`config.mk`:
```
export PLATFORM = sky130hd
export DESIGN_NAME = async_serial_unit
export DESIGN_NICKNAME = d
export VERILOG_FILES = /design/src/verilog/async_serial_pkg.sv /design/src/verilog/async_serial_unit.sv
export SDC_FILE = /design/constraint.sdc
export NUM_CORES = 1
export LEC_CHECK = 0
export BUFFER_PORTS_ARGS = -buffer_cell sky130_fd_sc_hd__buf_4
export CAP_MARGIN = 5
export CORE_MARGIN = 5
export CORE_UTILIZATION = 53
export CTS_CLUSTER_SIZE = 40
export DETAILED_ROUTE_END_ITERATION = 10
export PLACE_DENSITY_LB_ADDON = 0.05
export SLEW_MARGIN = 40
export SYNTH_ARGS = -nofsm -noshare
export SYNTH_HDL_FRONTEND = slang
export SYNTH_SLANG_ARGS = --single-unit
```
`constraint.sdc`:
```
create_clock -name mclk -period 2.8 [get_ports mclk]
set_input_delay 0.56 -clock mclk [delete_from_list [all_inputs] [get_ports mclk]]
set_output_delay 0.56 -clock mclk [all_outputs]
set_load 0.03 [all_outputs]
```
`src/verilog/async_serial_pkg.sv`:
```
// constants, register map and carrier types for the asynchronous serial unit
package async_serial_pkg;
  localparam logic [11:0] OFS_FLAG_WORD = 12'h000;
  localparam logic [11:0] OFS_DATA_WINDOW = 12'h004;
  localparam logic [11:0] OFS_CTL1 = 12'h008;
  localparam logic [11:0] OFS_CTL2 = 12'h00C;
  localparam logic [11:0] OFS_COARSE_BAUD = 12'h010;
  localparam logic [11:0] OFS_RX_FINE = 12'h014;
  localparam logic [11:0] OFS_TX_FINE = 12'h018;
  localparam logic [7:0] FLAG_RESET = 8'hC0;
  localparam logic [7:0] CTL_RESET = 8'h00;
  localparam logic [7:0] BAUD_RESET = 8'h00;
  // sixteen ticks per bit; majority vote over ticks 7, 8 and 9
  localparam logic [3:0] SUB_LAST = 4'hF;
  localparam logic [3:0] SMP_FIRST = 4'h7;
  localparam logic [3:0] SMP_MID = 4'h8;
  localparam logic [3:0] SMP_LAST = 4'h9;
  localparam logic [3:0] FRAME_BITS_8 = 4'hA;
  localparam logic [3:0] FRAME_BITS_9 = 4'hB;
  localparam logic [3:0] STOP_IDX_8 = 4'h9;
  localparam logic [3:0] STOP_IDX_9 = 4'hA;
  localparam logic [7:0] IDLE_TICKS_8 = 8'hA0;
  localparam logic [7:0] IDLE_TICKS_9 = 8'hB0;
  // conventional path divides by 32, i.e. two mclk cycles per 16x tick for each prescaler count
  localparam logic [15:0] CONV_PRE = 16'h0002;
  localparam logic [15:0] PR_A = 16'h0001;
  localparam logic [15:0] PR_B = 16'h0003;
  localparam logic [15:0] PR_C = 16'h0004;
  localparam logic [15:0] PR_D = 16'h000D;

  typedef enum logic [2:0] {SEL_FLAG, SEL_DATA, SEL_CTL1, SEL_CTL2, SEL_COARSE, SEL_RXF, SEL_TXF,
    SEL_NONE} reg_sel_t;
  typedef enum logic [1:0] {TX_OFF, TX_REST, TX_SEND} tx_state_t;
  typedef enum logic [1:0] {K_DATA, K_PRE, K_BRK, K_EXTRA} tx_kind_t;
  typedef enum logic [1:0] {RX_OFF, RX_WAIT_HIGH, RX_HUNT, RX_RECV} rx_state_t;
  typedef struct packed {
    logic tx_buffer_empty_flag; logic tc; logic rx_full_flag; logic idle; logic ovr; logic nf; logic fe; logic rsvd;
  } flags_t;
  typedef struct packed {
    logic rx9; logic tx9; logic rsvd5; logic wl; logic wake; logic [2:0] rsvd;
  } ctl1_t;
  typedef struct packed {
    logic tx_empty_irq_on; logic tx_done_irq_on; logic rx_irq_on; logic line_quiet_irq_on; logic tx_on; logic rx_on; logic mute; logic brk;
  } ctl2_t;
  typedef struct packed {
    logic [1:0] pr_sel; logic [2:0] tx_exp; logic [2:0] rx_exp;
  } coarse_t;
  typedef struct packed {
    logic valid; logic write; reg_sel_t sel;
  } bus_ph_t;
endpackage : async_serial_pkg

```
`src/verilog/async_serial_unit.sv`:
```
// asynchronous serial transmitter/receiver with an ahb-lite register slave
`timescale 1ns/1ps
module async_serial_unit import async_serial_pkg::*; (
  input wire logic mclk,
  input wire logic rst_b,
  input wire logic hsel,
  input wire logic [31:0] haddr,
  input wire logic [1:0] htrans,
  input wire logic hwrite,
  input wire logic [2:0] hsize,
  input wire logic [31:0] hwdata,
  input wire logic hready,
  output logic hreadyout,
  output logic hresp,
  output logic [31:0] hrdata,
  input wire logic serial_in_pin,
  output logic serial_out_pin,
  output logic serial_out_oe,
  input wire logic cpu_irq_mask,
  output logic irq
);
  function automatic reg_sel_t decode(input logic [11:0] a);
    case (a)
      OFS_FLAG_WORD: decode = SEL_FLAG;
      OFS_DATA_WINDOW: decode = SEL_DATA;
      OFS_CTL1: decode = SEL_CTL1;
      OFS_CTL2: decode = SEL_CTL2;
      OFS_COARSE_BAUD: decode = SEL_COARSE;
      OFS_RX_FINE: decode = SEL_RXF;
      OFS_TX_FINE: decode = SEL_TXF;
      default: decode = SEL_NONE;
    endcase
  endfunction : decode

  // ticks of mclk per 16x baud tick
  function automatic logic [15:0] tick_div(input logic [7:0] fine, input logic [1:0] pr_sel,
                                           input logic [2:0] ex);
    logic [15:0] pr;
    case (pr_sel)
      2'd0: pr = PR_A;
      2'd1: pr = PR_B;
      2'd2: pr = PR_C;
      default: pr = PR_D;
    endcase
    if (fine != 8'h00) tick_div = {8'h00, fine};
    else tick_div = 16'((pr * CONV_PRE) << ex);
  endfunction : tick_div

  // ---------------- bus and software registers ----------------
  bus_ph_t ph_q, ph_d;
  ctl1_t ctl1_q, ctl1_d;
  ctl2_t ctl2_q, ctl2_d;
  coarse_t coarse_q, coarse_d;
  logic [7:0] rxf_q, rxf_d, txf_q, txf_d, hold_q, hold_d;
  logic armed_q, armed_d;
  logic [31:0] hrdata_q, hrdata_d;
  logic acc, rd_flag, rd_data, wr_data, tx_clr, rx_clr, wake_evt;
  reg_sel_t sel;
  logic tx_buffer_empty_flag_q, tc_q, rx_full_flag_q, idle_q, ovr_q, nf_q, fe_q, rx9_q;
  logic [7:0] rdr_q;
  flags_t flags;

  assign flags = '{tx_buffer_empty_flag: tx_buffer_empty_flag_q, tc: tc_q, rx_full_flag: rx_full_flag_q, idle: idle_q, ovr: ovr_q, nf: nf_q,
                   fe: fe_q, rsvd: 1'b0};
  assign hreadyout = 1'b1;
  assign hresp = 1'b0;
  assign hrdata = hrdata_q;

  always_comb begin
    sel = decode(haddr[11:0]);
    acc = hsel && htrans[1] && hready;
    rd_flag = acc && (sel == SEL_FLAG);
    rd_data = acc && !hwrite && (sel == SEL_DATA);
    wr_data = ph_q.valid && ph_q.write && (ph_q.sel == SEL_DATA);
    // write half of the clear sequence
    tx_clr = armed_q && wr_data;
    // read half of the clear sequence
    rx_clr = armed_q && rd_data;
    ph_d = '{valid: acc, write: hwrite, sel: sel};
    armed_d = armed_q;
    if (rd_flag) armed_d = 1'b1;
    else if (rd_data || wr_data) armed_d = 1'b0;
    hrdata_d = hrdata_q;
    if (acc && !hwrite) begin
      case (sel)
        SEL_FLAG: hrdata_d = {24'h0000_00, flags};
        SEL_DATA: hrdata_d = {24'h0000_00, rdr_q};
        SEL_CTL1: hrdata_d = {24'h0000_00, rx9_q, ctl1_q.tx9, 1'b0, ctl1_q.wl, ctl1_q.wake,
                              3'b000};
        SEL_CTL2: hrdata_d = {24'h0000_00, ctl2_q};
        SEL_COARSE: hrdata_d = {24'h0000_00, coarse_q};
        SEL_RXF: hrdata_d = {24'h0000_00, rxf_q};
        SEL_TXF: hrdata_d = {24'h0000_00, txf_q};
        default: hrdata_d = 32'h0000_0000;
      endcase
    end
    ctl1_d = ctl1_q;
    ctl2_d = ctl2_q;
    coarse_d = coarse_q;
    rxf_d = rxf_q;
    txf_d = txf_q;
    hold_d = hold_q;
    // hardware wake clears the mute bit
    if (wake_evt) ctl2_d.mute = 1'b0;
    if (ph_q.valid && ph_q.write) begin
      case (ph_q.sel)
        SEL_CTL1: ctl1_d = '{rx9: 1'b0, tx9: hwdata[6], rsvd5: 1'b0, wl: hwdata[4],
                            wake: hwdata[3], rsvd: 3'b000};
        SEL_CTL2: ctl2_d = hwdata[7:0];
        SEL_COARSE: coarse_d = hwdata[7:0];
        SEL_RXF: rxf_d = hwdata[7:0];
        SEL_TXF: txf_d = hwdata[7:0];
        // data always lands in the holding buffer, even when it also goes straight to the shifter
        SEL_DATA: hold_d = hwdata[7:0];
        default: ;
      endcase
    end
  end

  always_ff @(posedge mclk) begin
    if (!rst_b) begin
      ph_q <= '{valid: 1'b0, write: 1'b0, sel: SEL_NONE};
      ctl1_q <= CTL_RESET;
      ctl2_q <= CTL_RESET;
      coarse_q <= BAUD_RESET;
      rxf_q <= BAUD_RESET;
      txf_q <= BAUD_RESET;
      hold_q <= 8'h00;
      armed_q <= 1'b0;
      hrdata_q <= 32'h0000_0000;
    end else begin
      ph_q <= ph_d;
      ctl1_q <= ctl1_d;
      ctl2_q <= ctl2_d;
      coarse_q <= coarse_d;
      rxf_q <= rxf_d;
      txf_q <= txf_d;
      hold_q <= hold_d;
      armed_q <= armed_d;
      hrdata_q <= hrdata_d;
    end
  end

  // interrupt from enabled flags unless the cpu masks it
  assign irq = !cpu_irq_mask && ((tx_buffer_empty_flag_q && ctl2_q.tx_empty_irq_on) || (tc_q && ctl2_q.tx_done_irq_on) ||
               ((rx_full_flag_q || ovr_q) && ctl2_q.rx_irq_on) || (idle_q && ctl2_q.line_quiet_irq_on));

  // ---------------- transmitter ----------------
  tx_state_t tx_st_q, tx_st_d;
  tx_kind_t tx_kind_q, tx_kind_d;
  logic [10:0] tx_sh_q, tx_sh_d;
  logic [3:0] tx_left_q, tx_left_d, tx_sub_q, tx_sub_d, frame_bits;
  logic [15:0] tx_div_q, tx_div_d;
  logic pre_q, pre_d, te_prev_q, hold_full_q, hold_full_d, tx_buffer_empty_flag_d, tc_d, pin_d, oe_d;
  logic bit_edge, pick, tx_buffer_empty_flag_set, tc_set, direct;

  always_comb begin
    frame_bits = ctl1_q.wl ? FRAME_BITS_9 : FRAME_BITS_8;
    tx_st_d = tx_st_q;
    tx_kind_d = tx_kind_q;
    tx_sh_d = tx_sh_q;
    tx_left_d = tx_left_q;
    tx_sub_d = tx_sub_q;
    pre_d = pre_q;
    hold_full_d = hold_full_q;
    tx_buffer_empty_flag_set = 1'b0;
    tc_set = 1'b0;
    pick = 1'b0;
    tx_div_d = tx_div_q - 16'h0001;
    if (tx_div_q == 16'h0000) begin
      tx_div_d = tick_div(txf_q, coarse_q.pr_sel, coarse_q.tx_exp) - 16'h0001;
      tx_sub_d = tx_sub_q + 4'h1;
    end
    bit_edge = (tx_div_q == 16'h0000) && (tx_sub_q == SUB_LAST);
    // a write to a resting transmitter bypasses the holding buffer
    direct = wr_data && tx_st_q == TX_REST && ctl2_q.tx_on && !pre_q && !ctl2_q.brk &&
             !hold_full_q;
    if (wr_data) hold_full_d = 1'b1;
    // enable dropped: holding content is discarded
    if (te_prev_q && !ctl2_q.tx_on) begin
      hold_full_d = 1'b0;
      tx_buffer_empty_flag_set = 1'b1;
    end
    // enable raised: one idle frame goes out first
    if (!te_prev_q && ctl2_q.tx_on) pre_d = 1'b1;
    case (tx_st_q)
      TX_OFF: begin
        if (ctl2_q.tx_on) tx_st_d = TX_REST;
      end
      TX_REST: begin
        if (!ctl2_q.tx_on) tx_st_d = TX_OFF;
        else if (bit_edge || direct) pick = 1'b1;
      end
      TX_SEND: begin
        if (bit_edge) begin
          if (tx_left_q == 4'h1) begin
            // done flag after data, idle or break frame
            tc_set = (tx_kind_q != K_EXTRA);
            pick = 1'b1;
          end else begin
            tx_sh_d = {1'b1, tx_sh_q[10:1]};
            tx_left_d = tx_left_q - 4'h1;
          end
        end
      end
      default: tx_st_d = TX_OFF;
    endcase
    if (pick) begin
      tx_st_d = TX_SEND;
      tx_left_d = frame_bits;
      if (!ctl2_q.tx_on) begin
        tx_st_d = TX_OFF;
      end else if (tx_st_q == TX_SEND && tx_kind_q == K_BRK && !ctl2_q.brk) begin
        // one extra one bit closes the break
        tx_kind_d = K_EXTRA;
        tx_sh_d = 11'h7FF;
        tx_left_d = 4'h1;
      end else if (pre_q || pre_d) begin
        // idle frame is a whole frame of ones
        tx_kind_d = K_PRE;
        tx_sh_d = 11'h7FF;
        pre_d = 1'b0;
      end else if (ctl2_q.brk) begin
        // break is low over the whole frame
        tx_kind_d = K_BRK;
        tx_sh_d = 11'h000;
      end else if (hold_full_q || direct) begin
        // start low, optional ninth bit, stop high
        tx_kind_d = K_DATA;
        tx_sh_d = {1'b1, ctl1_q.wl ? ctl1_q.tx9 : 1'b1, direct ? hwdata[7:0] : hold_q, 1'b0};
        hold_full_d = wr_data && !direct;
        tx_buffer_empty_flag_set = 1'b1;
        // restart the bit timer so the start bit gets a full bit time
        if (direct) begin
          tx_sub_d = 4'h0;
          tx_div_d = tick_div(txf_q, coarse_q.pr_sel, coarse_q.tx_exp) - 16'h0001;
        end
      end else begin
        tx_st_d = TX_REST;
      end
    end
    // set wins over the clear sequence
    tx_buffer_empty_flag_d = tx_buffer_empty_flag_set || (tx_buffer_empty_flag_q && !tx_clr);
    tc_d = tc_set || (tc_q && !tx_clr);
    // line rests high while enabled, released when off
    pin_d = (tx_st_d == TX_SEND) ? tx_sh_d[0] : 1'b1;
    oe_d = (tx_st_d != TX_OFF);
  end

  always_ff @(posedge mclk) begin
    if (!rst_b) begin
      tx_st_q <= TX_OFF;
      tx_kind_q <= K_PRE;
      tx_sh_q <= 11'h7FF;
      tx_left_q <= 4'h0;
      tx_sub_q <= 4'h0;
      tx_div_q <= 16'h0000;
      pre_q <= 1'b0;
      te_prev_q <= 1'b0;
      hold_full_q <= 1'b0;
      tx_buffer_empty_flag_q <= FLAG_RESET[7];
      tc_q <= FLAG_RESET[6];
      serial_out_pin <= 1'b1;
      serial_out_oe <= 1'b0;
    end else begin
      tx_st_q <= tx_st_d;
      tx_kind_q <= tx_kind_d;
      tx_sh_q <= tx_sh_d;
      tx_left_q <= tx_left_d;
      tx_sub_q <= tx_sub_d;
      tx_div_q <= tx_div_d;
      pre_q <= pre_d;
      te_prev_q <= ctl2_q.tx_on;
      hold_full_q <= hold_full_d;
      tx_buffer_empty_flag_q <= tx_buffer_empty_flag_d;
      tc_q <= tc_d;
      serial_out_pin <= pin_d;
      serial_out_oe <= oe_d;
    end
  end

  // ---------------- receiver ----------------
  rx_state_t rx_st_q, rx_st_d;
  logic [15:0] rx_div_q, rx_div_d;
  logic [3:0] rx_sub_q, rx_sub_d, rx_bit_q, rx_bit_d;
  logic [8:0] rx_sh_q, rx_sh_d;
  logic [1:0] smp_q, smp_d;
  logic noise_q, noise_d, arm_q, arm_d, rx9_d;
  logic [7:0] idle_cnt_q, idle_cnt_d, rdr_d;
  logic rtick, maj, odd, accept;
  logic rx_full_flag_set, idle_set, ovr_set, nf_set, fe_set;
  logic rx_full_flag_d, idle_d, ovr_d, nf_d, fe_d;

  always_comb begin
    rx_st_d = rx_st_q;
    rx_sub_d = rx_sub_q;
    rx_bit_d = rx_bit_q;
    rx_sh_d = rx_sh_q;
    smp_d = smp_q;
    noise_d = noise_q;
    arm_d = arm_q;
    idle_cnt_d = idle_cnt_q;
    rdr_d = rdr_q;
    rx9_d = rx9_q;
    {rx_full_flag_set, idle_set, ovr_set, nf_set, fe_set, wake_evt, accept} = 7'b000_0000;
    rtick = (rx_div_q == 16'h0000);
    rx_div_d = rtick ? tick_div(rxf_q, coarse_q.pr_sel, coarse_q.rx_exp) - 16'h0001
                     : rx_div_q - 16'h0001;
    maj = (smp_q[0] & smp_q[1]) | (smp_q[0] & serial_in_pin) | (smp_q[1] & serial_in_pin);
    odd = !((smp_q[0] == smp_q[1]) && (smp_q[1] == serial_in_pin));
    case (rx_st_q)
      RX_OFF: begin
        if (ctl2_q.rx_on) begin
          rx_st_d = RX_HUNT;
          idle_cnt_d = 8'h00;
          arm_d = 1'b1;
        end
      end
      RX_WAIT_HIGH: begin
        if (rtick && serial_in_pin) begin
          rx_st_d = RX_HUNT;
          idle_cnt_d = 8'h00;
        end
      end
      RX_HUNT: begin
        if (rtick && !serial_in_pin) begin
          rx_st_d = RX_RECV;
          rx_sub_d = 4'h1;
          rx_bit_d = 4'h0;
          noise_d = 1'b0;
        end else if (rtick) begin
          idle_cnt_d = idle_cnt_q + 8'h01;
          // a frame's worth of ones is an idle frame
          if (idle_cnt_d == (ctl1_q.wl ? IDLE_TICKS_9 : IDLE_TICKS_8)) begin
            idle_cnt_d = 8'h00;
            if (arm_q) begin
              arm_d = 1'b0;
              // idle wake clears mute without the idle flag
              if (ctl2_q.mute) wake_evt = !ctl1_q.wake;
              else idle_set = 1'b1;
            end
          end
        end
      end
      RX_RECV: begin
        if (rtick) begin
          rx_sub_d = rx_sub_q + 4'h1;
          if (rx_sub_q == SMP_FIRST) smp_d[0] = serial_in_pin;
          if (rx_sub_q == SMP_MID) smp_d[1] = serial_in_pin;
          if (rx_sub_q == SUB_LAST) rx_bit_d = rx_bit_q + 4'h1;
          if (rx_sub_q == SMP_LAST) begin
            noise_d = noise_q || odd;
            if (rx_bit_q == 4'h0) begin
              if (maj) rx_st_d = RX_HUNT;
            end else if (rx_bit_q == (ctl1_q.wl ? STOP_IDX_9 : STOP_IDX_8)) begin
              rx_st_d = maj ? RX_HUNT : RX_WAIT_HIGH;
              idle_cnt_d = 8'h00;
              arm_d = 1'b1;
              // muted receiver takes a frame only with address-mark wake selected and rx_sh_q[8] set
              accept = !ctl2_q.mute || (ctl1_q.wake && rx_sh_q[8]);
              wake_evt = ctl2_q.mute && accept;
              if (accept && rx_full_flag_q) begin
                ovr_set = 1'b1;
              end else if (accept) begin
                // character and ninth bit to holding
                rdr_d = ctl1_q.wl ? rx_sh_q[7:0] : rx_sh_q[8:1];
                rx9_d = rx_sh_q[8];
                rx_full_flag_set = 1'b1;
                // noise rises with the full flag
                nf_set = noise_d;
                fe_set = !maj;
              end
            end else begin
              // lsb arrives first, shifts toward bit 0
              rx_sh_d = {maj, rx_sh_q[8:1]};
            end
          end
        end
      end
      default: rx_st_d = RX_OFF;
    endcase
    if (!ctl2_q.rx_on) rx_st_d = RX_OFF;
    // disabled receiver holds all receive flags clear
    if (!ctl2_q.rx_on) begin
      {rx_full_flag_d, idle_d, ovr_d, nf_d, fe_d} = 5'b00000;
    end else begin
      // set wins over the read clear sequence
      rx_full_flag_d = rx_full_flag_set || (rx_full_flag_q && !rx_clr);
      idle_d = idle_set || (idle_q && !rx_clr);
      ovr_d = ovr_set || (ovr_q && !rx_clr);
      nf_d = nf_set || (nf_q && !rx_clr);
      fe_d = fe_set || (fe_q && !rx_clr);
    end
  end

  always_ff @(posedge mclk) begin
    if (!rst_b) begin
      rx_st_q <= RX_OFF;
      rx_div_q <= 16'h0000;
      rx_sub_q <= 4'h0;
      rx_bit_q <= 4'h0;
      rx_sh_q <= 9'h000;
      smp_q <= 2'b11;
      noise_q <= 1'b0;
      arm_q <= 1'b0;
      idle_cnt_q <= 8'h00;
      rdr_q <= 8'h00;
      rx9_q <= 1'b0;
      {rx_full_flag_q, idle_q, ovr_q, nf_q, fe_q} <= FLAG_RESET[5:1];
    end else begin
      rx_st_q <= rx_st_d;
      rx_div_q <= rx_div_d;
      rx_sub_q <= rx_sub_d;
      rx_bit_q <= rx_bit_d;
      rx_sh_q <= rx_sh_d;
      smp_q <= smp_d;
      noise_q <= noise_d;
      arm_q <= arm_d;
      idle_cnt_q <= idle_cnt_d;
      rdr_q <= rdr_d;
      rx9_q <= rx9_d;
      {rx_full_flag_q, idle_q, ovr_q, nf_q, fe_q} <= {rx_full_flag_d, idle_d, ovr_d, nf_d, fe_d};
    end
  end

  // ---------------- checks ----------------
  // start and stop levels
  start_low_a: assert property (@(posedge mclk) disable iff (!rst_b)
    tx_st_q == TX_SEND && tx_kind_q == K_DATA && tx_left_q == frame_bits |-> !serial_out_pin)
    else $error("start bit not low");
  stop_high_a: assert property (@(posedge mclk) disable iff (!rst_b)
    tx_st_q == TX_SEND && tx_kind_q == K_DATA && tx_left_q == 4'h1 |-> serial_out_pin)
    else $error("stop bit not high");
  break_low_a: assert property (@(posedge mclk) disable iff (!rst_b)
    tx_st_q == TX_SEND && tx_kind_q == K_BRK |-> !serial_out_pin && serial_out_oe)
    else $error("break frame not low");
  rest_high_a: assert property (@(posedge mclk) disable iff (!rst_b)
    tx_st_q != TX_SEND |-> serial_out_pin && (serial_out_oe == (tx_st_q == TX_REST)))
    else $error("resting line wrong");
  idle_first_a: assert property (@(posedge mclk) disable iff (!rst_b)
    $rose(ctl2_q.tx_on) |=> pre_q || (tx_st_q == TX_SEND && tx_kind_q == K_PRE))
    else $error("no idle frame pending after enable");
  done_set_a: assert property (@(posedge mclk) disable iff (!rst_b)
    bit_edge && tx_st_q == TX_SEND && tx_left_q == 4'h1 && tx_kind_q != K_EXTRA |=> tc_q)
    else $error("done flag not set");
  overrun_keep_a: assert property (@(posedge mclk) disable iff (!rst_b)
    $rose(ovr_q) |-> $stable(rdr_q) && rx_full_flag_q) else $error("overrun changed holding");
  mute_quiet_a: assert property (@(posedge mclk) disable iff (!rst_b)
    $past(ctl2_q.mute) && ctl2_q.mute |-> !$rose(rx_full_flag_q) && !$rose(idle_q))
    else $error("flag set while muted");
  rx_off_clear_a: assert property (@(posedge mclk) disable iff (!rst_b)
    !ctl2_q.rx_on |=> !rx_full_flag_q && !idle_q && !ovr_q && !nf_q && !fe_q)
    else $error("receive flags survive disable");
  irq_empty_a: assert property (@(posedge mclk) disable iff (!rst_b)
    tx_buffer_empty_flag_q && ctl2_q.tx_empty_irq_on && !cpu_irq_mask |-> irq) else $error("empty interrupt missing");
  data_cov: cover property (@(posedge mclk) disable iff (!rst_b) $rose(rx_full_flag_q));
  break_cov: cover property (@(posedge mclk) disable iff (!rst_b) tx_kind_q == K_EXTRA);
  overrun_cov: cover property (@(posedge mclk) disable iff (!rst_b) $rose(ovr_q));
  wake_cov: cover property (@(posedge mclk) disable iff (!rst_b) wake_evt);
endmodule : async_serial_unit

```
Word-level counts from Yosys, hierarchy flattened. Cells that the tools add are included. W data, S select, Z words.

Bits in latches: 0. RAM bits: 0. Memories: 0. Register bits after elaboration: 188. ROM bits: 0. Bits of input ports: 76. Output and inout port bits: 37.

Shift operators: 3. Add/sub/neg operators: 10. Bitwise logic cells: 8. Muxes and demuxes: 188. Eq/ne operators: 52. Order comparisons: 0. Reductions and logical operators: 107. Div/mod/pow operators: 0. $mul: 0.

Operators with widths (count): $mux W16 (20); $mux W15 (8); $mux W11 (9); $mux W8 (11); $mux W1 (85); $sub A16 B1 Y16 const B (5); $mux W4 (19); $pmux W8 S7 (1); $shl A16 B3 Y16 (3); $mux W2 (23); $logic_and A1 B1 Y1 (38); $eq A12 B5 Y1 const B (3); $logic_not A16 Y1 (2); $pmux W8 S4 (1); $ne A2 B2 Y1 const B (13); $eq A12 B4 Y1 const B (2); $pmux W3 S7 (1); $eq A3 B3 Y1 const B (6); $logic_or A1 B1 Y1 (17); $eq A4 B4 Y1 const B (4); $pmux W4 S2 (2); $reduce_and A2 Y1 (8); $reduce_bool A8 Y1 (2); $logic_not A1 Y1 (15); other kinds (37) (70).

Depth between registers and ports, before layout. Gate-level depths: netlist of the first run.

Depth in word-level cells: 31. Mapped depth: 13.

Least setup slack after synthesis of the first run. OpenSTA, ideal clock, no wires.

Kind: register to register. Start point: reg tx_div_q[0]. End point: reg tx_left_q[3]. Slack: -0.052 ns. Stages on the path, launching flop included: 11. Buffers on the path: 2. Data arrival time: 2.772 ns. Required time: 2.721 ns. Period minus slack after synthesis: 2.852 ns. Setup time: 0.079 ns. Path through: dfxtp_1 > inv_1 > ha_1 > or3b_4 > or4_1 > buf_2 > or3_1 > buf_6 > or4_4 > xor2_1 > a211oi_2.

Word-level cells in the longest chain between the ends: 8. Elaborated cells on any way between the ends: 12. Classes of those cells: eq/ne: 1; mux: 5; reduce/logical: 6.

Ends and longest elaborated chain: start, declared (RTL line async_serial_unit.sv:153) `logic [15:0] tx_div_q, tx_div_d;`; start signal, assigned (RTL line async_serial_unit.sv:271) `tx_div_q <= tx_div_d;`; $logic_not A16 Y1 (*) (RTL line async_serial_unit.sv:174) `bit_edge = (tx_div_q == 16'h0000) && (tx_sub_q == SUB_LAST);`; $logic_and A1 B1 Y1 (*) (RTL line async_serial_unit.sv:174); $logic_or A1 B1 Y1 (RTL line async_serial_unit.sv:192) `else if (bit_edge || direct) pick = 1'b1;`; $mux W1 (RTL line async_serial_unit.sv:192); $mux W1 (RTL line async_serial_unit.sv:191) `if (!ctl2_q.tx_on) tx_st_d = TX_OFF;`; $pmux W1 S2 (RTL line async_serial_unit.sv:186) `case (tx_st_q)`; $ne A2 B2 Y1 (no source line) / $reduce_bool A2 Y1 (equally long branches); $reduce_and A3 Y1 (no source line); end signal, assigned (RTL line async_serial_unit.sv:269) `tx_left_q <= tx_left_d;`; end, declared (RTL line async_serial_unit.sv:152) `logic [3:0] tx_left_q, tx_left_d, tx_sub_q, tx_sub_d, frame_bits;`.

Mark *: on every way between the ends. The rest lies on a longest branch, timed or not. A chain may end at the register's enable or synchronous reset.

Worst setup path after layout of the first run. Same ends and word-level chain as after synthesis.

==> impl_metrics.toml, run 1 <==
[worst_hold_path]
min_to = "ph_q[3]$_SDFF_PN0_"
holdCritStartpoint = "hwrite"
worstHoldPathCells = 2
min_path_type = "in2reg"

[placement]
dp_hpwl_mm = 16.2
globalplace.congestion = 0.874
dp_slack_ns = 0.0569
io_buffers = 38
placed_cells = 1336

[setup_path]
start_kind = "flop"
cp_cell_sequence = "inv_1 -> ha_2 -> or3b_4 -> or4_4 -> or3_1 -> or4_4 -> xor2_1 -> a211oi_2"
reg2reg_depth = 8
worstSetupPathType = "reg2reg"
worst_r2r_startpoint = "tx_div_q[0]$_SDFF_PN0_"
reg2reg_slack_ns = 0.12
slowest_delay_ns = 0.50
r2r_end = "tx_left_q[3]$_SDFFE_PN0P_"
worst_path_max_delay_cell = "or4_4"
required_ns = 3.14
endpoint_kind = "flop"
cp_common_cell = "or4_4"
cp.arrival_ns = 3.03
path_max_fanout = 7

[synthesis]
synth_top_area_frac = 0.375
yosysTopAreaCell = "dfxtp_1"
synth_ff_type = "dfxtp_1"
synth_seq_cells = 164
synthCells = 1067
yosys-top-cells-area = "dfxtp_1 (37%), mux2i_1 (7.9%), nor2_1 (6.1%)"
netlist_area_sq_mm = 0.00876
ys.warnings.count = 0
ys_seq_area_frac = 0.375
synth.distinct_cells = 75
synthArstFlopShare = 0
avgSynthCellArea_sq_um = 8.21
synth_edf_count = 0

[timing]
fin_tns_setup_ns = 0
rsz0062_at_grt = "no"
whs_ns = 0.359
fin_crit_sh = 0.957
fmax_mhz = 373
slew_headroom = 0.463
worst_slew_pin_slew_ns = 0.794
slew_viol_final = 0
final-hold-violation-count = 0
setup_viol = 0
post-route-min-period_ns = 2.68
fin_skew_ns = 0.00713
setup_slack_ns = 0.119

[power_and_ir_drop]
irDropWorstVdd_v = 0.000491
cellLeakagePower_uw = 0.00384
p_total_uw = 6760
power.density_mw_per_mm2 = 663

[detailed_routing]
ant_nets = 0
post_drt_wl_per_cell_microns = 16.4
vias_per_cell = 5.72
dr_total_vias = 7825
firstDrtPassIters = 6
drt-total-wl_mm = 22.4
drtIter0Drc = 499
drc = 0

[finish]
final_common_cell = "dfxtp_1"
area_delta_synth_final_pct = 16.3
nFillCells = 1471
layout_common_cells = "dfxtp_1 (164), nor2_1 (143), buf_4 (107)"
drive_gt1_frac = 0.151
multi_input_area_sq_mm = 0.00512
seq_area_sq_mm = 0.00328
fin_nets = 1230
fin_cells = 1368
num_antenna_cells = 0

[die]
core-area_sq_mm = 0.0164
die_area_sq_mm = 0.0192
die_y_microns = 139
start_util = 0.534
fp.dieW_microns = 139
io_pins = 113
row_count = 47

[clock_tree]
htree_num_levels = 4
clk_path_buf_depth = 2
clkSlewWorstSetupHoldPaths_ns = 0.06
clock-sinks = 164
clock_latency_ns = 0.43
cts-buffers-inserted = 17
ctsHoldBuffers = 0
cts_root_buf = "clkbuf_16"
cts_tree = "yes"

[global_route]
grt_pass1_vias = 7066
grt_start_max_net_pins = 65
grt_pass1_wl_mm = 36.1
grt_usage = 0.227
grt.overflow.total = 0
antenna_found_initial = 0

[flow_run]
maxCapViolations = 0

[status]
run_status = "complete, no violations"
==> state kept, by name, indices dropped and copies added, names as in the netlist, 3 cells and up <==
| signal | cells |
|---|---|
| hold_q | 8 |
| tx_sh_q | 11 |
| rx_sub_q | 4 |
| rx_div_q | 16 |
| ctl2_q | 8 |
| rdr_q | 8 |
| coarse_q | 8 |
| tx_sub_q | 4 |
| ctl1_q | 3 |
| rx_sh_q | 9 |
| tx_div_q | 16 |
| rx_bit_q | 4 |
| hrdata | 8 |
| idle_cnt_q | 8 |
| txf_q | 8 |
| ph_q | 5 |
| rxf_q | 8 |
| tx_left_q | 4 |
==> worst max-delay path, delay by kind of cell (launching register included) <==
kind / cells / cell delay, ns
buffers and inverters: 1 / 0.07
xor gates and xnor gates: 1 / 0.16
DFF: 1 / 0.31
AOI/OAI and AO/OA: 1 / 0.20
and+or+nand+nor: 4 / 1.68
adders and majority gates: 1 / 0.18
==> cells in the mapped netlist, drive strengths merged, types with 11 or more instances <==
master / count
mux2i: 69
xnor2: 20
a31oi: 12
clkbuf: 36
nand4: 11
nand3: 31
or3: 13
buf: 46
inv: 25
dfxtp: 164
ha: 18
nor2: 143
nand2b: 17
a21oi: 70
nor4: 14
nor3: 31
xor2: 13
o21ai: 54
a211oi: 22
a22oi: 15
nand2: 87
==> cells by family (layout without fill, tap and decap cells) <==
kind of cell,count (synthesis),count (layout),synth area share
AOI/OAI and AO/OA,254,254,0.189
xor gates and xnor gates,33,33,0.0330
adders and majority gates,18,18,0.0257
buffers and inverters,107,164,0.0591
DFF,164,164,0.375
muxes,69,69,0.0788
other,2,26,0.000857
and+or+nand+nor,420,420,0.239
==> metal layers <==
metal	vias up	routed length, microns	track usage
met5	-	0	0
met3	24	921	0.0386
met1	3691	10500	0.310
met4	0	387	0.0676
met2	155	10600	0.372
li1	3955	-	-
==> how the worst max path moves through the flow <==
stage / end / startpoint / cells past startpoint / slack (ns)
floorplan: tx_left_q[3]$_SDFFE_PN0P_ / tx_div_q[0]$_SDFF_PN0_ / 10 / 0.03
global placement: rdr_q[2]$_SDFFE_PN0P_ / rx_bit_q[0]$_SDFFE_PN0P_ / 9 / 0.1
detailed placement: rdr_q[6]$_SDFFE_PN0P_ / rx_bit_q[0]$_SDFFE_PN0P_ / 9 / 0.06
CTS: rdr_q[6]$_SDFFE_PN0P_ / rx_bit_q[0]$_SDFFE_PN0P_ / 9 / 0.03
global route: rx_div_q[14]$_SDFF_PN0_ / rx_div_q[9]$_SDFF_PN0_ / 12 / 0.004
finish: tx_left_q[3]$_SDFFE_PN0P_ / tx_div_q[0]$_SDFF_PN0_ / 8 / 0.12
==> what timing repair did <==
item,CTS,global route
resized for setup,0,13
setup endpoints to repair,0,35
buffers inserted,0,1
==> through the flow <==
| stage | utilization | instance area (sq um) |
|---|---|---|
| final | 0.621 | 10200 |
| after CTS | 0.617 | 10100 |
| after global placement | 0.580 | 9520 |
| after global routing | 0.621 | 10200 |
| after detailed placement | 0.580 | 9520 |
| after floorplan | - | 8860 |
==> final cells by class <==
| cell class | count | share of cell area |
|---|---|---|
| clock buffer | 22 | 0.0465 |
| clock inverter | 9 | 0.0125 |
| inverter | 25 | 0.00933 |
| multi-input combinational | 820 | 0.502 |
| sequential | 164 | 0.322 |
| tap | 220 | 0.0270 |
| timing repair buffer | 108 | 0.0799 |
==> report_power, final <==
group	total, uW	leakage, uW	switching, uW	internal, uW
clock	2400	0.000300	933	1470
sequential	2660	0.00133	151	2510
combinational	1700	0.00221	937	766
No activity file was read; power rests on OpenSTA's default activity.
==> run 2: changes to the inputs <==
CORE_ASPECT_RATIO = 0.5   (was not set)
CORE_UTILIZATION = 58   (was 53)
clock period = 2.6 ns   (was 2.8 ns; I/O delays follow)
==> run 2 against run 1 <==
  * The run now ends with setup timing left
  * Global-route usage up 2.4 points
  * Critical endpoint unchanged
  * Utilization rose by 9.3 points
  * Die area shrank 7.2%
  * Largest cell class unchanged
  * Non-clock buffer count rose by 19
  * Register-to-register slack got worse by 0.18 ns
  * Critical path depth unchanged
  * Design area is 2.5% higher
==> impl_metrics.toml, run 2 (synthesis results as in run 1) <==
[status]
run_status = "complete, but fails checks"
violations = "setup timing"

[worst_hold_path]
holdCritStartpoint = "hwrite"
min_to = "ph_q[3]$_SDFF_PN0_"
min_path_type = "in2reg"
worstHoldPathCells = 2

[finish]
layout_common_cells = "dfxtp_1 (160), nor2_1 (143), buf_4 (123)"
fin_area_sq_mm = 0.0104
nFillCells = 1188
final_common_cell = "dfxtp_1"
top_regs = "rx_div_q (16), tx_div_q (16), tx_sh_q (11)"
num_antenna_cells = 0
fin_util = 0.715
area_delta_synth_final_pct = 19.3
fin_nets = 1249
drive_gt1_frac = 0.178

[die]
die_y_microns = 96.9
io_pins = 113
die_area_sq_mm = 0.0178
row_count = 31
fp.dieW_microns = 184
start_util = 0.599
core-area_sq_mm = 0.0146

[setup_path]
required_ns = 2.95
start_kind = "flop"
worst_r2r_startpoint = "tx_div_q[1]$_SDFF_PN0_"
cp_cell_sequence = "inv_2 -> ha_4 -> or3b_4 -> or4_4 -> or3_4 -> or4_4 -> xor2_2 -> a211oi_2"
cp_common_cell = "or4_4"
worstSetupPathType = "reg2reg"
reg2reg_depth = 8
r2r_end = "tx_left_q[3]$_SDFFE_PN0P_"
cp.arrival_ns = 3.01
path_max_fanout = 7
worst_path_max_delay_cell = "or4_4"
slowest_delay_ns = 0.49
reg2reg_slack_ns = -0.06
endpoint_kind = "flop"

[detailed_routing]
dr_total_vias = 8215
drc = 0
ant_nets = 0
post_drt_wl_per_cell_microns = 16.8
firstDrtPassIters = 7
drt-total-wl_mm = 23.0
drtIter0Drc = 668
vias_per_cell = 6.01

[clock_tree]
ctsHoldBuffers = 0
cts_root_buf = "clkbuf_16"
clkSlewWorstSetupHoldPaths_ns = 0.07
cts-buffers-inserted = 17
htree_num_levels = 4
clock-sinks = 164
clk_path_buf_depth = 2
cts_tree = "yes"
clock_latency_ns = 0.44

[timing]
final-hold-violation-count = 0
slew_headroom = 0.581
whs_ns = 0.300
fin_tns_setup_ns = -0.0628
fin_skew_ns = 0.0104
worst_slew_pin_slew_ns = 0.624
fmax_mhz = 376
post-route-min-period_ns = 2.66
rsz0062_at_grt = "yes"
setup_viol = 1
setup_slack_ns = -0.0628
slew_viol_final = 0
fin_crit_sh = 1.02

[power_and_ir_drop]
pwr-share-comb = 0.274
power.density_mw_per_mm2 = 727
p_int_uw = 5230
clkPwrFrac = 0.350
irDropWorstVdd_v = 0.000446
seqPwrFrac = 0.377
p_sw_uw = 2370
p_total_uw = 7600
swShare = 0.311
cellLeakagePower_uw = 0.00398

[global_route]
grt-busiest-layer = "met2"
met3_usage = 0.0528
use_met2 = 0.399
grt_pass1_vias = 7612
grt_usage = 0.252
grt.overflow.total = 0
grt_start_max_net_pins = 87
grt_pass1_wl_mm = 37.5
grt_use_met1 = 0.354
antenna_found_initial = 0

[placement]
globalplace.congestion = 0.899
io_buffers = 38
dp_hpwl_mm = 16.1
postPlaceCellArea_sq_mm = 0.00968

[flow_run]
maxCapViolations = 0
[run 2: cell types whose count changed in the layout (fill, tap and decap cells not counted), moves of 4 or more]
cell / delta
buf_4: +16
inv_6: +4
dfxtp_1: -4
clkinv_2: -4
dfxtp_2: +4
[run 2: layer usage]
layer,vias up,wire (microns)
met3,32,1620
met5,-,0
met1,3917,10500
met4,0,305
met2,266,10600
li1,4000,-
[run 2: worst max path at each step]
stage                        startpoint                        end  slack [ns]  cells after the start
2_1_floorplan    tx_div_q[0]$_SDFF_PN0_  tx_left_q[3]$_SDFFE_PN0P_       -0.17                     10
3_3_place_gp     tx_div_q[0]$_SDFF_PN0_  tx_left_q[3]$_SDFFE_PN0P_        0.02                      8
3_5_place_dp   rx_bit_q[1]$_SDFFE_PN0P_      rdr_q[4]$_SDFFE_PN0P_       -0.12                      9
4_1_cts          tx_div_q[0]$_SDFF_PN0_  tx_left_q[3]$_SDFFE_PN0P_       -0.05                      8
5_1_grt          tx_div_q[1]$_SDFF_PN0_  tx_left_q[3]$_SDFFE_PN0P_       -0.14                      8
6_report         tx_div_q[1]$_SDFF_PN0_  tx_left_q[3]$_SDFFE_PN0P_       -0.06                      8
[run 2: power by group through the flow]
stage                     sequential, uW  combinational [uW]  clock (uW)
after detailed placement            2900                1920           0
after global placement              2890                1880           0
after floorplan                     2870                1340           0
after CTS                           2850                1950        2690
final                               2860                2080        2660
after global routing                2890                2300        2810
[run 2: critical path, delay by kind of cell, from the launching register on]
| family | cells | cell delay, ns |
|---|---|---|
| buffers and inverters | 1 | 0.07 |
| xor gates and xnor gates | 1 | 0.17 |
| DFF | 1 | 0.32 |
| adders and majority gates | 1 | 0.13 |
| AOI/OAI and AO/OA | 1 | 0.23 |
| and+or+nand+nor | 4 | 1.65 |
[run 2: cell type report]
cell class                 instances  area (sq um)  share of cell area
clock buffer                      17           425              0.0407
clock inverter                    15           194              0.0186
inverter                          25          95.1             0.00910
multi-input combinational        820          5200               0.498
sequential                       164          3290               0.315
tap                              198           248              0.0237
timing repair buffer             127           995              0.0952
[run 2: timing repair]
| item | 4_1_cts | 5_1_grt |
|---|---|---|
| cloned | 0 | 1 |
| setup buffers | 0 | 2 |
| gates resized for setup | 8 | 21 |
| endpoints found under the setup margin | 12 | 55 |
| pin swaps | 0 | 4 |
[run 2: stage by stage]
stage	setup slack, ns	cells
global route	-0.144	1366
floorplan	-0.172	1091
detailed placement	-0.122	1331
global placement	0.0208	1331
CTS	-0.0516	1363
finish	-0.0628	1366
==> run 3: changes to the inputs <==
ABC_AREA = 1   (was not set)
CORE_UTILIZATION = 59   (was 58)
RECOVER_POWER = 25   (was not set)
==> run 3 against run 2 <==
  * The flow finishes with violations (capacitance limit, slew limit)
  * Utilization decreased by 5.8 points
  * Sequential power fell by 2%
  * Die area rose by 8.0%
  * Flip-flop and latch count unchanged
  * Fmax increased by 16%
  * Design area up 1.9%
  * Global-route usage is 0.52 points higher
  * Non-clock buffer count is 70 lower
  * Clock power barely moved
  * Critical path type unchanged
==> impl_metrics.toml, run 3 <==
[power_and_ir_drop]
p_sw_uw = 2650
power.density_mw_per_mm2 = 715
cellLeakagePower_uw = 0.00479
swShare = 0.348
seqPwrFrac = 0.369
irDropWorstVdd_v = 0.000481
pwr-share-comb = 0.284
p_int_uw = 4960
clkPwrFrac = 0.348

[worst_hold_path]
min_path_type = "in2reg"
holdCritStartpoint = "hwrite"
min_to = "ph_q[3]$_SDFF_PN0_"
worstHoldPathCells = 3

[timing]
fin_tns_setup_ns = 0
slew_headroom = -0.176
fin_crit_sh = 0.883
setup_viol = 0
post-route-min-period_ns = 2.30
slew_viol_final = 120
worst_slew_pin_slew_ns = 1.76
fmax_mhz = 435
final-hold-violation-count = 0
fin_skew_ns = 0.0101
rsz0062_at_grt = "no"

[die]
core-area_sq_mm = 0.0162
start_util = 0.597
io_pins = 113
die_y_microns = 101
die_area_sq_mm = 0.0192
fp.dieW_microns = 191
row_count = 33

[clock_tree]
cts-buffers-inserted = 17
clock-sinks = 164
ctsHoldBuffers = 0
clk_path_buf_depth = 2
cts_tree = "yes"
clock_latency_ns = 0.43
htree_num_levels = 4
clkSlewWorstSetupHoldPaths_ns = 0.07
cts_root_buf = "clkbuf_16"
postCtsSetupRepairBufs = 0

[finish]
layout_common_cells = "nand2_1 (328), nor2_1 (173), inv_1 (169)"
fin_area_sq_mm = 0.0106
drive_gt1_frac = 0.107
area_delta_synth_final_pct = 9.93
final_common_cell = "nand2_1"
top_regs = "rx_div_q (16), tx_div_q (16), tx_sh_q (11)"
num_antenna_cells = 0
fin_nets = 1600

[placement]
globalplace.congestion = 0.930
io_buffers = 38
postPlaceCellArea_sq_mm = 0.0101
dp_hpwl_mm = 18.2

[detailed_routing]
ant_nets = 0
post_drt_wl_per_cell_microns = 14.1
vias_per_cell = 5.42
drtIter0Drc = 842
drc = 0
dr_total_vias = 9471
drt-total-wl_mm = 24.6
firstDrtPassIters = 5

[synthesis]
netlist_area_sq_mm = 0.00969
synth.most_common_cell = "nand2_1"
avgSynthCellArea_sq_um = 6.55
ys_seq_area_frac = 0.339
synth_edf_count = 0
synth_ff_type = "dfxtp_1"
ys.warnings.count = 0
synth_commonest_cells = "nand2_1 (328), nor2_1 (175), inv_1 (168)"
synthCells = 1480
synthArstFlopShare = 0
yosys-top-cells-area = "dfxtp_1 (34%), nand2_1 (13%), nor2_1 (6.8%)"
synth_top_area_frac = 0.339
synth_seq_cells = 164
yosysTopAreaCell = "dfxtp_1"
synth.distinct_cells = 53

[setup_path]
start_kind = "flop"
cp.arrival_ns = 2.62
r2r_end = "rdr_q[6]$_SDFFE_PN0P_"
endpoint_kind = "flop"
cp_common_cell = "nor2_1"
worst_path_max_delay_cell = "dfxtp_1"
reg2reg_depth = 11
crit_family = "simple AND/OR/NAND/NOR gates"
worstSetupPathType = "reg2reg"
worst_r2r_startpoint = "rx_div_q[14]$_SDFF_PN0_"
slowest_delay_ns = 0.34
reg2reg_slack_ns = 0.30
cp_cell_sequence = "nor2_1 -> nand2_1 -> nor2_2 -> nand2_2 -> nor2_1 -> nand2_1 -> inv_1 -> nand3_1 -> inv_2 -> nor2_1 -> a311oi_1"
path_buf_inv = 2
path_max_fanout = 21
required_ns = 2.92

[global_route]
grt_pass1_vias = 8396
grt_usage = 0.257
grt_pass1_wl_mm = 40.6
grt_start_max_net_pins = 88
antenna_found_initial = 0
grt.overflow.total = 0

[status]
run_status = "complete, but fails checks"
violations = "capacitance limit, slew limit"

[flow_run]
maxCapViolations = 2
## run 3: cell types whose count changed in the layout (fill, tap and decap cells not counted), sizes merged, moves of 69 or more
| cell | previous run | this run |
|---|---|---|
| inv | 29 | 182 |
| nand3 | 31 | 103 |
| buf | 126 | 49 |
| nand2 | 87 | 355 |
| o21ai | 54 | 135 |
| mux2i | 69 | 0 |
## run 3: worst register-to-register path, delay by kind of cell (launching register included)
| kind | cells | cell delay [ns] |
|---|---|---|
| AO/OA/AOI/OAI | 1 | 0.21 |
| flip-flops | 1 | 0.34 |
| AND/OR/NAND/NOR | 8 | 1.26 |
| buffers and inverters | 2 | 0.39 |
## run 3: timing repair
action                                 CTS  global route
resized for setup                        0             1
setup endpoints to repair                0             4
endpoints found under the hold margin    0             0
## run 3: per-layer routing
| layer | track usage | part of all wire |
|---|---|---|
| met2 | 0.408 | 0.44 |
| met1 | 0.364 | 0.48 |
| met5 | 0 | 0 |
| met3 | 0.0474 | 0.063 |
| met4 | 0.0634 | 0.010 |
## run 3: layout make-up
type / instances / area, sq um
clock inverters: 13 / 174
clock buffers: 19 / 443
inverters: 182 / 684
fillers: 1480 / 5580
flip-flops and latches: 164 / 3280
well taps: 227 / 284
multi-input cells: 1084 / 5380
repair buffers: 57 / 399
## run 3: worst max-delay path by stage
stage,depth (start not counted),to,startpoint
floorplan,17,rx_div_q[10]$_SDFF_PN0_,rx_div_q[13]$_SDFF_PN0_
global placement,13,tx_div_q[4]$_SDFF_PN0_,tx_div_q[0]$_SDFF_PN0_
detailed placement,13,tx_div_q[4]$_SDFF_PN0_,tx_div_q[0]$_SDFF_PN0_
CTS,13,tx_div_q[4]$_SDFF_PN0_,tx_div_q[0]$_SDFF_PN0_
global route,12,tx_sh_q[3]$_SDFF_PN1_,tx_sub_q[1]$_SDFF_PN0_
finish,11,rdr_q[6]$_SDFFE_PN0P_,rx_div_q[14]$_SDFF_PN0_
## run 3: logic make-up after synthesis
family | share of synthesized area
and+or+nand+nor | 0.330
buffers and inverters | 0.116
adders and majority gates | 0.0233
DFF | 0.339
AOI/OAI and AO/OA | 0.173
other | 0.000775
xor gates and xnor gates | 0.0181
## run 3: power by group through the flow
stage          clock network (uW)  logic, uW  registers, uW
6_report                     2650       2160           2810
5_1_grt                      2820       2440           2830
2_1_floorplan                   0       1790           2840
4_1_cts                      2690       2130           2810
3_3_place_gp                    0       2070           2860
3_5_place_dp                    0       2110           2860
## run 3: per-stage QoR
stage	setup WS (ns)	hold slack, ns	utilization	cells	power (uW)
4_1_cts	0.231	0.270	0.658	1746	7620
5_1_grt	0.0453	0.283	0.656	1746	8080
6_report	0.303	0.279	0.656	1746	7610
2_1_floorplan	0.639	0.425	-	1504	4630
3_5_place_dp	0.257	0.448	0.620	1714	4970
3_3_place_gp	0.306	0.437	0.620	1714	4930
